## src/scd_consts.svh

```systemverilog
// Purpose: constants of the strap clock configuration decoder
// Assumes: 25 MHz core clock; i/o ports are byte wide
// Notes:   included by the package, the decoder module and the bench
`ifndef SCD_CONSTS_SVH
`define SCD_CONSTS_SVH

// ----------------------------------------------------------------
// i/o port pair and register index
// ----------------------------------------------------------------
`define SCD_INDEX_PORT      16'h0022
`define SCD_DATA_PORT       16'h0023
`define SCD_MIRROR_INDEX    8'h5f
`define SCD_INDEX_RESET     8'h00
`define SCD_RDATA_RESET     8'h00
`define SCD_RSV_BITS        3'h0

// ----------------------------------------------------------------
// strap line positions
// ----------------------------------------------------------------
`define SCD_STRAP_WIDTH     47
`define SCD_LN_HF4          3
`define SCD_LN_HF3          2
`define SCD_LN_HF2          26
`define SCD_LN_HF1          25
`define SCD_LN_HF0          24
`define SCD_LN_MUL_HI       40
`define SCD_LN_MUL_LO       14
`define SCD_LN_TIC_HI       43
`define SCD_LN_TIC_LO       41
`define SCD_LN_BUS_SEL      44
`define SCD_LN_RANGE_HI     46
`define SCD_LN_RANGE_LO     45

// ----------------------------------------------------------------
// timing
// ----------------------------------------------------------------
`define SCD_CLK_PERIOD_NS   40
`define SCD_RSTO_DELAY_NS   1000
`define SCD_RSTO_DELAY_CYC  ((`SCD_RSTO_DELAY_NS + `SCD_CLK_PERIOD_NS - 1) / `SCD_CLK_PERIOD_NS)
`define SCD_CNT_WIDTH       5

`endif

```

## src/scd_pkg.sv

```systemverilog
// Purpose: types of the strap clock configuration decoder
// Assumes: scd_consts.svh holds the numbers
// Notes:   none
`include "scd_consts.svh"

package scd_pkg;
    typedef logic [`SCD_STRAP_WIDTH-1:0] scd_strap_t;
    typedef enum logic [1:0] {
        SCD_RANGE_16_32,
        SCD_RANGE_32_64,
        SCD_RANGE_ABOVE_64,
        SCD_RANGE_RESERVED
    } scd_range_t;
    typedef enum logic {
        SCD_BUS_ISA,
        SCD_BUS_LOCAL
    } scd_bus_t;
    typedef enum logic [1:0] {
        SCD_ST_HOLD,
        SCD_ST_COUNT,
        SCD_ST_RUN
    } scd_state_t;
endpackage

```

## src/scd_cfg_if.sv

```systemverilog
// Purpose: carries sampled straps from the sampler to the decoder
// Assumes: single clock domain
// Notes:   none
`timescale 1ns/100ps
`default_nettype none

interface scd_cfg_if;
    import scd_pkg::*;
    scd_strap_t straps;
    logic       pin_high;
    modport src (output straps, output pin_high);
    modport dst (input straps, input pin_high);
endinterface

`default_nettype wire

```

## src/scd_strap_sampler.sv

```systemverilog
// Purpose: synchronises reset pin and strap lines, samples straps during reset
// Assumes: strap lines and reset pin are asynchronous board levels
// Notes:   first synchroniser stage is read only by the second
`timescale 1ns/100ps
`default_nettype none

module scd_strap_sampler
    import scd_pkg::*;
(
    input  wire logic        clock_in,
    input  wire logic        reset_in,
    input  wire logic        system_reset_input_n_in,
    input  wire scd_strap_t  strap_memory_data_line_in,
    scd_cfg_if.src           cfg
);
    scd_strap_t strap_meta_ff;
    scd_strap_t strap_sync_ff;
    scd_strap_t strap_hold_ff;
    logic       rst_meta_ff;
    logic       rst_sync_ff;
    scd_strap_t nxt_strap_hold;

    // ----------------------------------------------------------------
    // sampling: track while reset pin low, freeze on release
    // ----------------------------------------------------------------
    always_comb begin
        nxt_strap_hold = strap_hold_ff;
        if (!rst_sync_ff) begin
            nxt_strap_hold = strap_sync_ff;
        end
    end

    always_ff @(posedge clock_in) begin
        if (reset_in) begin
            strap_meta_ff <= '0;
            strap_sync_ff <= '0;
            strap_hold_ff <= '0;
            rst_meta_ff   <= 1'b0;
            rst_sync_ff   <= 1'b0;
        end else begin
            strap_meta_ff <= strap_memory_data_line_in;
            strap_sync_ff <= strap_meta_ff;
            strap_hold_ff <= nxt_strap_hold;
            rst_meta_ff   <= system_reset_input_n_in;
            rst_sync_ff   <= rst_meta_ff;
        end
    end

    assign cfg.straps   = strap_hold_ff;
    assign cfg.pin_high = rst_sync_ff;
endmodule

`default_nettype wire

```

## src/strap_clock_config_decoder.sv

```systemverilog
// Purpose: decodes reset-time straps into clock and bus configuration
// Assumes: i/o strobes are one-cycle pulses on clock_in
// Notes:   straps are sampled by scd_strap_sampler
`timescale 1ns/100ps
`default_nettype none
`include "scd_consts.svh"

module strap_clock_config_decoder
    import scd_pkg::*;
(
    input  wire logic        clock_in,
    input  wire logic        reset_in,
    input  wire logic        system_reset_input_n_in,
    input  wire scd_strap_t  strap_memory_data_line_in,
    input  wire logic [15:0] io_addr_in,
    input  wire logic        io_wr_in,
    input  wire logic        io_rd_in,
    input  wire logic [7:0]  io_wdata_in,
    output logic      [7:0]  io_rdata_out,
    output logic      [7:0]  host_clock_freq_mhz_out,
    output logic             host_clock_code_valid_out,
    output logic      [1:0]  host_clock_input_range_select_out,
    output logic             host_clock_pll_enable_out,
    output logic      [2:0]  core_multiplier_select_out,
    output logic      [2:0]  core_dll_tic_out,
    output logic             isa_bus_enable_out,
    output logic             local_bus_enable_out,
    output logic             system_reset_output_n_out
);
    scd_cfg_if cfg ();

    scd_strap_sampler u_sampler (
        .clock_in                  (clock_in),
        .reset_in                  (reset_in),
        .system_reset_input_n_in   (system_reset_input_n_in),
        .strap_memory_data_line_in (strap_memory_data_line_in),
        .cfg                       (cfg.src)
    );

    localparam logic [`SCD_CNT_WIDTH-1:0] RSTO_LAST = `SCD_CNT_WIDTH'(`SCD_RSTO_DELAY_CYC - 1);

    logic [4:0]  hclk_code;
    logic [7:0]  mirror;
    logic [7:0]  index_ff;
    logic [7:0]  nxt_index;
    logic [7:0]  rdata_ff;
    logic [7:0]  nxt_rdata;
    logic [7:0]  freq_ff;
    logic [7:0]  nxt_freq;
    logic        freq_ok_ff;
    logic        nxt_freq_ok;
    scd_range_t  range_ff;
    scd_range_t  nxt_range;
    logic        pll_en_ff;
    logic        nxt_pll_en;
    logic [2:0]  mult_ff;
    logic [2:0]  nxt_mult;
    logic [2:0]  tic_ff;
    logic [2:0]  nxt_tic;
    scd_bus_t    nxt_bus;
    logic        isa_en_ff;
    logic        nxt_isa_en;
    logic        loc_en_ff;
    logic        nxt_loc_en;
    scd_state_t  state_ff;
    scd_state_t  nxt_state;
    logic [`SCD_CNT_WIDTH-1:0] cnt_ff;
    logic [`SCD_CNT_WIDTH-1:0] nxt_cnt;
    logic        rsto_ff;
    logic        nxt_rsto;

    // ----------------------------------------------------------------
    // strap decode
    // ----------------------------------------------------------------
    assign hclk_code = {cfg.straps[`SCD_LN_HF4], cfg.straps[`SCD_LN_HF3], cfg.straps[`SCD_LN_HF2],
                        cfg.straps[`SCD_LN_HF1], cfg.straps[`SCD_LN_HF0]};
    assign mirror    = {hclk_code, `SCD_RSV_BITS};

    always_comb begin
        nxt_freq_ok = 1'b1;
        case (hclk_code)
            5'h00:   nxt_freq = 8'h19;
            5'h01:   nxt_freq = 8'h32;
            5'h02:   nxt_freq = 8'h3c;
            5'h03:   nxt_freq = 8'h42;
            5'h09:   nxt_freq = 8'h4b;
            5'h13:   nxt_freq = 8'h5a;
            5'h19:   nxt_freq = 8'h64;
            5'h1f:   nxt_freq = 8'h85;
            default: begin
                nxt_freq    = 8'h00;
                nxt_freq_ok = 1'b0;
            end
        endcase
        nxt_range  = scd_range_t'(cfg.straps[`SCD_LN_RANGE_HI:`SCD_LN_RANGE_LO]);
        nxt_pll_en = (nxt_range != SCD_RANGE_RESERVED);
        unique case ({cfg.straps[`SCD_LN_MUL_HI], cfg.straps[`SCD_LN_MUL_LO]})
            2'b00: nxt_mult = 3'h4;
            2'b01: nxt_mult = 3'h1;
            2'b10: nxt_mult = 3'h3;
            2'b11: nxt_mult = 3'h2;
        endcase
        nxt_tic    = cfg.straps[`SCD_LN_TIC_HI:`SCD_LN_TIC_LO];
        nxt_bus    = scd_bus_t'(cfg.straps[`SCD_LN_BUS_SEL]);
        nxt_isa_en = (nxt_bus == SCD_BUS_ISA);
        nxt_loc_en = (nxt_bus == SCD_BUS_LOCAL);
    end

    // ----------------------------------------------------------------
    // index/data port pair
    // ----------------------------------------------------------------
    always_comb begin
        nxt_index = index_ff;
        nxt_rdata = rdata_ff;
        if (io_wr_in && io_addr_in == `SCD_INDEX_PORT) begin
            nxt_index = io_wdata_in;
        end
        if (io_rd_in) begin
            if (io_addr_in == `SCD_INDEX_PORT) begin
                nxt_rdata = index_ff;
            end else if (io_addr_in == `SCD_DATA_PORT && index_ff == `SCD_MIRROR_INDEX) begin
                nxt_rdata = mirror;
            end else begin
                nxt_rdata = `SCD_RDATA_RESET;
            end
        end
    end

    // ----------------------------------------------------------------
    // reset output sequencer
    // ----------------------------------------------------------------
    always_comb begin
        nxt_state = state_ff;
        nxt_cnt   = cnt_ff;
        nxt_rsto  = rsto_ff;
        if (!cfg.pin_high) begin
            nxt_state = SCD_ST_HOLD;
            nxt_cnt   = '0;
            nxt_rsto  = 1'b0;
        end else begin
            unique case (state_ff)
                SCD_ST_HOLD: begin
                    nxt_state = SCD_ST_COUNT;
                    nxt_cnt   = '0;
                end
                SCD_ST_COUNT: begin
                    if (cnt_ff == RSTO_LAST) begin
                        nxt_state = SCD_ST_RUN;
                        nxt_rsto  = 1'b1;
                    end else begin
                        nxt_cnt = cnt_ff + 1'b1;
                    end
                end
                SCD_ST_RUN: begin
                    nxt_rsto = 1'b1;
                end
            endcase
        end
    end

    always_ff @(posedge clock_in) begin
        if (reset_in) begin
            index_ff   <= `SCD_INDEX_RESET;
            rdata_ff   <= `SCD_RDATA_RESET;
            freq_ff    <= 8'h00;
            freq_ok_ff <= 1'b0;
            range_ff   <= SCD_RANGE_16_32;
            pll_en_ff  <= 1'b0;
            mult_ff    <= 3'h0;
            tic_ff     <= 3'h0;
            isa_en_ff  <= 1'b1;
            loc_en_ff  <= 1'b0;
            state_ff   <= SCD_ST_HOLD;
            cnt_ff     <= '0;
            rsto_ff    <= 1'b0;
        end else begin
            index_ff   <= nxt_index;
            rdata_ff   <= nxt_rdata;
            freq_ff    <= nxt_freq;
            freq_ok_ff <= nxt_freq_ok;
            range_ff   <= nxt_range;
            pll_en_ff  <= nxt_pll_en;
            mult_ff    <= nxt_mult;
            tic_ff     <= nxt_tic;
            isa_en_ff  <= nxt_isa_en;
            loc_en_ff  <= nxt_loc_en;
            state_ff   <= nxt_state;
            cnt_ff     <= nxt_cnt;
            rsto_ff    <= nxt_rsto;
        end
    end

    // ----------------------------------------------------------------
    // outputs
    // ----------------------------------------------------------------
    assign io_rdata_out                      = rdata_ff;
    assign host_clock_freq_mhz_out           = freq_ff;
    assign host_clock_code_valid_out         = freq_ok_ff;
    assign host_clock_input_range_select_out = range_ff;
    assign host_clock_pll_enable_out         = pll_en_ff;
    assign core_multiplier_select_out        = mult_ff;
    assign core_dll_tic_out                  = tic_ff;
    assign isa_bus_enable_out                = isa_en_ff;
    assign local_bus_enable_out              = loc_en_ff;
    assign system_reset_output_n_out         = rsto_ff;
endmodule

`default_nettype wire

```

## config.mk

```make
export PLATFORM = sky130hd
export DESIGN_NAME = strap_clock_config_decoder
export DESIGN_NICKNAME = d
export VERILOG_FILES = /design/src/scd_pkg.sv /design/src/scd_cfg_if.sv /design/src/scd_strap_sampler.sv /design/src/strap_clock_config_decoder.sv
export VERILOG_INCLUDE_DIRS = /design/src
export SDC_FILE = /design/constraint.sdc
export NUM_CORES = 1
export LEC_CHECK = 0
export BUFFER_PORTS_ARGS = -buffer_cell sky130_fd_sc_hd__buf_4
export CAP_MARGIN = 20
export CORE_UTILIZATION = 45
export DETAILED_ROUTE_END_ITERATION = 16
export MAX_ROUTING_LAYER = met4
export PLACE_DENSITY = 0.62
export RECOVER_POWER = 100
export SLEW_MARGIN = 20
export SYNTH_ARGS = -nofsm -noshare
export SYNTH_HDL_FRONTEND = slang
export SYNTH_HIERARCHICAL = 1
export SYNTH_SLANG_ARGS = --single-unit
export TNS_END_PERCENT = 30
```

## constraint.sdc

```tcl
create_clock -name clock_in -period 2.3 [get_ports clock_in]
set_clock_uncertainty 0.2 [all_clocks]
set_input_delay 0.46 -clock clock_in [delete_from_list [all_inputs] [get_ports clock_in]]
set_output_delay 0.46 -clock clock_in [all_outputs]
set_load 0.05 [all_outputs]
```

==> metrics list, run 1 <==
- Remaining antenna violation count after routing: 0
- In this run the worst hold path is classified as in2reg.
- Global-route wire length before repair: about 9600 um
* Total grt overflow: 0
- Derived from the worst setup path, the maximum achievable clock frequency is 506 MHz.
- After detailed routing, the average wire length per cell comes to between 10 and 15 um.
- DR iter-0 viols: between 100 and 150
- Final Worst Setup Slack: ~0.32 ns
- After the last flow step, the layout net total stands at around 460.
- Gate Count Post-Synth: approximately 320
* Count of placed standard cells including taps: roughly 460
- The root buffer cell chosen for the clock tree is sky130_fd_sc_hd__clkbuf_8.
- Summed over all layers, the routed wires come to slightly below 6000 um.
- Data arrival time at the worst-slack endpoint: about 2.0 ns
- In this run the tightest slew margin relative to its limit is 0.335.
- On the critical path the largest part of the delay comes from simple AND/OR/NAND/NOR gates.
- Number of post-CTS setup repair buffers: 0
- The number of hold-slack violations in the final timing report was 0.
* Status: finished, final reports clean
- The via count of the first global-routing pass came to 2094.
- The worst register-to-register path begins at index_ff[7]$_SDFFE_PP0P_.
* Post-CTS resize count: 0
* Drc violations: 0
- Of the available clock period, the critical path in the final layout requires 0.860.
- Worst Setup End Kind: flop
- Total routing usage reported by global routing: 0.167
* Crit path buffers/inverters: 0
- At the worst endpoint, the required time is around 2.4 ns.
- The floorplan step defined a core boundary enclosing slightly below 0.007 mm^2.
- Proportion of layout cells with a drive suffix above 1: 0.168
* Ports: ~110
- Yosys warning total: 6
- Count of max-cap constraint violations: 0
- RSZ-0062 raised after global routing: no
* Critical path launch point type: flop
* Clock tree from TritonCTS: yes
- At the end of routability-driven placement, the weighted congestion stood at slightly above 0.8.
- Setup Slack @ Placement: between 0.06 and 0.07 ns
- Diodes inserted: 0
- Max stage delay on crit path: 0.55 ns
* Fill cell total of the finished layout: approximately 670
- Excluding fillers, the count of instances in the completed layout stands at about 480.
* Count of standard-cell rows: 30
- Setup violations, final: 0
- The first detailed-routing pass took 4 iterations.
* Drt via density: 4.91
- The slowest stage of the critical path belongs to the cell sky130_fd_sc_hd__or4b_1.
- Input and output buffers added on the ports amount to 70.
- The clock passes through at most 2 buffers.
- Synth Net Count: slightly above 400
* Via count of the routed design: about 2300
- Post-Syn Area: ~0.0033 mm^2
- In this run the most critical hold path is launched from system_reset_input_n_in.
- Vertical die dimension: slightly below 90 um
- The number of hold buffers added after CTS was 0.
- Synth-to-Final Area Change: 16.0%
- TNS Setup: 0 ns
- Startpoint of the worst setup timing path: index_ff[7]$_SDFFE_PP0P_
* Worst Max-Slew Pin Slew: between 0.9 and 1 ns
- The worst path needs 1.98 ns of the cycle, external delays included.
- Pwr per Cell Area: about 730 mW/mm^2
- Across all hold checks on the routed design, the worst slack comes to ~0.11 ns.
- Entering global routing, the biggest net connects 75 pins.
- By startpoint and endpoint, the worst setup path is classified as reg2reg.
- The initial utilization of the core area, before any placement, comes to 0.475.
* Static Leakage: between 1 and 1.5 nW
- Number of max-slew violations in the final report: 0
- VDD sags by at most around 0.48 mV.
* Later-pin clock latency in the skew report: roughly 0.35 ns
- Clock sink count: 85
* Chip width: between 80 and 90 um
- TritonCTS created 9 clock buffers.
* Number of levels in the clock H-tree: 3
- Across all register-to-register paths, the minimum setup slack is around 0.32 ns.
- The initial antenna violation count is 0.
- Of all nets on the critical path, the largest fanout is 5.
- Total die area: roughly 0.0076 mm^2
- Detail Placement HPWL: roughly 4000 um
- Walking the worst path, the cells encountered are or4b_1, nor4_2, nand3_1, a311oi_1.
* Reg clk slew, reported paths: approximately 0.090 ns
* Mean Syn Cell Area: ~10 um^2
==> layout make-up <==
cell class / count / area [um^2] / area share
clock buffers: 9 / 124 / 0.0325
flip-flops and latches: 85 / 1700 / 0.447
multi-input cells: 199 / 1300 / 0.342
repair buffers: 76 / 463 / 0.122
clock inverters: 7 / 76.3 / 0.0201
well taps: 96 / 120 / 0.0316
inverters: 5 / 18.8 / 0.00493
==> metal layers <==
layer,vias to the layer above,share of wire,global-route usage
met4,0,0.021,0.0879
met3,12,0.049,0.0389
met1,1057,0.49,0.214
met5,-,0,-
met2,57,0.44,0.246
li1,1214,-,-
==> registers in the layout, indices dropped and copies added, names as in the netlist, 3 cells and up <==
name / count
u_sampler/strap_sync_ff: 13
index_ff: 8
core_multiplier_select_out: 3
u_sampler/cfg.straps: 13
core_dll_tic_out: 3
io_rdata_out: 8
host_clock_freq_mhz_out: 8
cnt_ff: 5
u_sampler/strap_meta_ff: 13
==> where the power goes <==
part | switching, mW | total (mW) | internal, mW | leakage, nW
registers | 0.0226 | 1.54 | 1.52 | 0.695
clock network | 0.587 | 1.02 | 0.431 | 0.103
logic | 0.133 | 0.229 | 0.0956 | 0.621
==> placed cells by master, fill, tap and decap left out, types with 2 or more instances in the layout <==
| cell | instances |
|---|---|
| sky130_fd_sc_hd__nor3_1 | 5 |
| sky130_fd_sc_hd__nor4_1 | 3 |
| sky130_fd_sc_hd__nor2b_1 | 38 |
| sky130_fd_sc_hd__buf_4 | 43 |
| sky130_fd_sc_hd__o21ai_0 | 11 |
| sky130_fd_sc_hd__nand3b_1 | 2 |
| sky130_fd_sc_hd__a22o_1 | 2 |
| sky130_fd_sc_hd__clkinv_4 | 2 |
| sky130_fd_sc_hd__inv_1 | 5 |
| sky130_fd_sc_hd__and3_1 | 2 |
| sky130_fd_sc_hd__mux2i_1 | 13 |
| sky130_fd_sc_hd__inv_8 | 3 |
| sky130_fd_sc_hd__nor2_1 | 26 |
| sky130_fd_sc_hd__and4b_1 | 3 |
| sky130_fd_sc_hd__nand4b_1 | 4 |
| sky130_fd_sc_hd__nor4b_1 | 2 |
| sky130_fd_sc_hd__nand2b_1 | 8 |
| sky130_fd_sc_hd__ha_1 | 5 |
| sky130_fd_sc_hd__a31oi_1 | 6 |
| sky130_fd_sc_hd__o21bai_1 | 5 |
| sky130_fd_sc_hd__nand2_1 | 4 |
| sky130_fd_sc_hd__clkbuf_8 | 9 |
| sky130_fd_sc_hd__dfxtp_1 | 85 |
| sky130_fd_sc_hd__nor4_4 | 2 |
| sky130_fd_sc_hd__nand4_1 | 13 |
| sky130_fd_sc_hd__clkbuf_1 | 32 |
| sky130_fd_sc_hd__xnor2_1 | 5 |
| sky130_fd_sc_hd__a21oi_1 | 17 |
| sky130_fd_sc_hd__nand3_1 | 13 |
==> through the flow <==
step	area, um^2	utilization	power, mW
3_5_place_dp	3740	0.541	1.82
4_1_cts	3940	0.570	2.84
5_1_grt	3810	0.551	2.91
2_1_floorplan	3280	-	1.74
6_report	3810	0.551	2.79
3_3_place_gp	3740	0.541	1.82
==> worst paths after layout <==
kind	end	depth (start not counted)
worst min register to register	u_sampler/cfg.pin_high$_SDFF_PP0_	1
worst max register to register	io_rdata_out[6]$_SDFFE_PP0P_	4
worst max-delay path	io_rdata_out[6]$_SDFFE_PP0P_	4
worst min-delay path	u_sampler/rst_meta_ff$_SDFF_PP0_	2
Note: power is estimated with default switching activity, not from simulation.
==> run 2, diff against run 1 <==
- CORE_UTILIZATION: 45 -> 25
- PLACE_DENSITY: 0.62 -> 0.38
==> run 2 against run 1 <==
  * Setup slack worse by 0.012 ns
  * First-iteration DRC count shrank 15%
  * Total power grew 19%
  * Critical path depth did not move
  * Sequential cell count did not move
  * Count of clock-buffer cells in the layout unchanged
  * Combinational power hardly changed
  * Hold slack improved by 0.029 ns
  * Sequential power hardly changed
  * Routed wire length is 15% higher
  * Final cell count increased by 16%
  * Cell area rose by 5.3%
  * Highest routed layer unchanged
==> metrics list, run 2 (synthesized netlist as in run 1, its figures left out) <==
- Max stage delay on crit path: 0.54 ns (about the same)
- Setup violations, final: 0 (unchanged)
- The number of antenna-violating nets in the routed design was 0 (unchanged).
- The via count of the first global-routing pass came to 2234 (+6.7%).
- The tree is rooted in a sky130_fd_sc_hd__clkbuf_16.
- The number of hold-slack violations in the final timing report was 0 (unchanged).
- Ordered cell list for the critical path: or4b_1, nor4_2, nand3_1, a311oi_1
- Grt met2 use: 0.159 (-0.0868)
- The critical path is of the reg2reg type.
- Fin crit share: 0.865 (+0.00502)
- Reg clk slew, reported paths: 0.07 ns (-0.02 ns)
- Minimum setup slack among reg-to-reg paths: 0.31 ns (about the same)
- Crit path buffers/inverters: 0 (unchanged)
- Wire length per cell: 12.1 um (-0.64%)
- The initial antenna violation count came to 0 (unchanged).
* Relative slew slack: 0.206 (-0.129)
* Worst R2R End: io_rdata_out[6]$_SDFFE_PP0P_
- Kind of cell with the highest combined delay on the critical path: simple AND/OR/NAND/NOR gates
* Number of levels in the clock H-tree: 3 (unchanged)
- Proportion of layout cells with a drive suffix above 1: 0.168 (unchanged)
* Layout Nets: 457 (unchanged)
- Drt via density: 4.16 (-15%)
- The count of hold buffers inserted by post-cts repair was 0 (unchanged).
- Total routing usage reported by global routing: 0.107 (-0.0606)
- The number of buffers created by CTS came to 9 (unchanged).
- Number of post-CTS setup repair buffers: 0 (unchanged)
* Highest net fanout along the worst path: 5 (unchanged)
* Beginning of the worst hold path: strap_memory_data_line_in[43]
- The number of max-slew violations in the final report came to 0 (unchanged).
* Period minus WS final: 1.99 ns (+0.0115 ns)
* Leading cell types in the layout, fill and taps excluded: sky130_fd_sc_hd__dfxtp_1 (85), sky130_fd_sc_hd__buf_4 (42), sky130_fd_sc_hd__nor2b_1 (38), sky130_fd_sc_hd__clkbuf_1 (32), sky130_fd_sc_hd__nor2_1 (26)
- The path with the worst hold slack has its endpoint at u_sampler/strap_meta_ff[43]$_SDFF_PP0_.
- The later-pin clock latency in the skew report came to 0.32 ns (-0.03 ns).
* Number of I/O port buffers: 70 (unchanged)
* Maximum buffer depth of the clock tree: 2 (unchanged)
- Total grt overflow: 0 (unchanged)
* Initial Utilization: 0.258 (-0.217)
* Peak ir drop on the vdd network: 0.401 mV (-17%)
- The overall die height was 117 um (+33%).
* Synth-to-Final Area Change: 22.2%
- Count of standard-cell rows: 41 (+37%)
- The half-perimeter wire length of the detailed placement result came to 4690 um (+19%).
- Most frequent standard cell in the layout excluding fill and tap cells: sky130_fd_sc_hd__dfxtp_1
* Largest net degree at the start of global routing: 47 (-37%)
* TNS Setup: 0 ns (unchanged)
* Met3 Use GR: 0.0244 (-0.0145)
- The total number of clock tree sinks is 85 (unchanged).
- The count of max-cap constraint violations came to 0 (unchanged).
* Drc violations: 0 (unchanged)
- Hold/Removal Path Class: in2reg
* Chip width: 117 um (+33%)
- Post-CTS resize count: 0 (unchanged)
- The boundary pin count came to 105 (unchanged).
- Routed wire length: 6690 um (+15%)
* Total die area: 0.0136 mm^2 (+78%)
- Worst Max-Slew Pin Slew: 1.19 ns (+0.193 ns)
- On the critical path, the stage with the largest delay is an instance of sky130_fd_sc_hd__or4b_1.
* Pwr per Cell Area: 826 mW/mm^2 (+13%)
- GRT met1 Usage: 0.141 (-0.0728)
* Worst r2r src: index_ff[7]$_SDFFE_PP0P_
- Critical path depth: 4 (unchanged)
- The number of cells on the worst reg-to-reg path is 4 (unchanged).
- RSZ-0062 raised after global routing: no
* Layer with the highest usage after global routing: met2
- The worst setup path is captured at a flop.
- Diodes inserted: 0 (unchanged)
- The last weighted congestion value of the routability-driven placer is 0.729 (-10%).
* Worst hold path cell count: 2 (unchanged)
- Via count of the routed design: 2301 (-1.7%)
- The required time reported for the critical path endpoint is 2.33 ns (-0.03 ns).
- The global-route wire length before repair came to 11000 um (+14%).
- The flow ran to the end, and the final reports show no timing, DRC or antenna violations.
- Worst hold margin: 0.142 ns (+0.0289 ns)
* Data arrival time at the worst-slack endpoint: 2.02 ns (-0.02 ns)
* Maximum frequency from static timing analysis: 503 MHz (-0.58%)
- The detailed-router iteration count before antenna repair came to 4 (unchanged).
- The number of fill cells came to 1381 (+110%).
- The worst setup path is launched from a flop.
- Area of the core: 0.0127 mm^2 (+84%)
- Static Leakage: 1.46 nW (+3.1%)
- TritonCTS built the clock tree.
- The iteration-0 DRC count of the detailed router came to 98 (-15%).
-- run 2: cell count changes in the layout (fill, tap and decap cells not counted), sizes merged --
cell	change
buf	-2
clkinvlp	+2
bufinv	+2
clkbuf	+2
inv	-3
clkinv	-1
-- run 2: final cells by class --
type                       instances  area, um^2  share of cell area
sequential                        85        1700               0.424
multi-input combinational        199        1300               0.325
timing repair buffer              76         448               0.112
clock buffer                       9         225              0.0562
tap                              172         215              0.0537
clock inverter                     7        97.6              0.0243
inverter                           5        18.8             0.00468
-- run 2: where the power goes --
part           internal, mW  switching [mW]  total (mW)
Clock                 0.955           0.587        1.54
Combinational        0.0937           0.134       0.228
Sequential             1.52          0.0234        1.54
-- run 2: routing by layer --
metal	up-vias	wire (um)
li1	1212	-
met1	1029	3380
met2	55	2850
met3	5	383
met4	0	71
met5	-	0
-- run 2: worst reg2reg max path, stage by stage, from the launching register on --
cell                       delay (ns)
sky130_fd_sc_hd__dfxtp_1         0.33
sky130_fd_sc_hd__or4b_1          0.54
sky130_fd_sc_hd__nor4_2          0.41
sky130_fd_sc_hd__nand3_1         0.14
sky130_fd_sc_hd__a311oi_1        0.27
-- run 2: per-stage QoR --
stage	area [um^2]	total power, mW	std cells	util	setup slack [ns]
after floorplan	3280	1.74	324	-	0.322
after global placement	3820	1.82	537	0.300	0.0503
after global routing	4010	3.45	553	0.315	0.199
after CTS	4140	3.39	553	0.326	0.368
final	4010	3.31	553	0.315	0.311
after detailed placement	3820	1.82	537	0.300	0.0311
-- run 2: worst max path at each step --
stage,start,to,slack (ns)
final,index_ff[7]$_SDFFE_PP0P_,io_rdata_out[6]$_SDFFE_PP0P_,0.31
after detailed placement,io_addr_in[13],index_ff[2]$_SDFFE_PP0P_,0.03
after floorplan,io_addr_in[13],index_ff[0]$_SDFFE_PP0P_,0.32
after global placement,io_addr_in[13],index_ff[2]$_SDFFE_PP0P_,0.05
after CTS,io_addr_in[13],index_ff[2]$_SDFFE_PP0P_,0.37
after global routing,index_ff[7]$_SDFFE_PP0P_,io_rdata_out[6]$_SDFFE_PP0P_,0.20
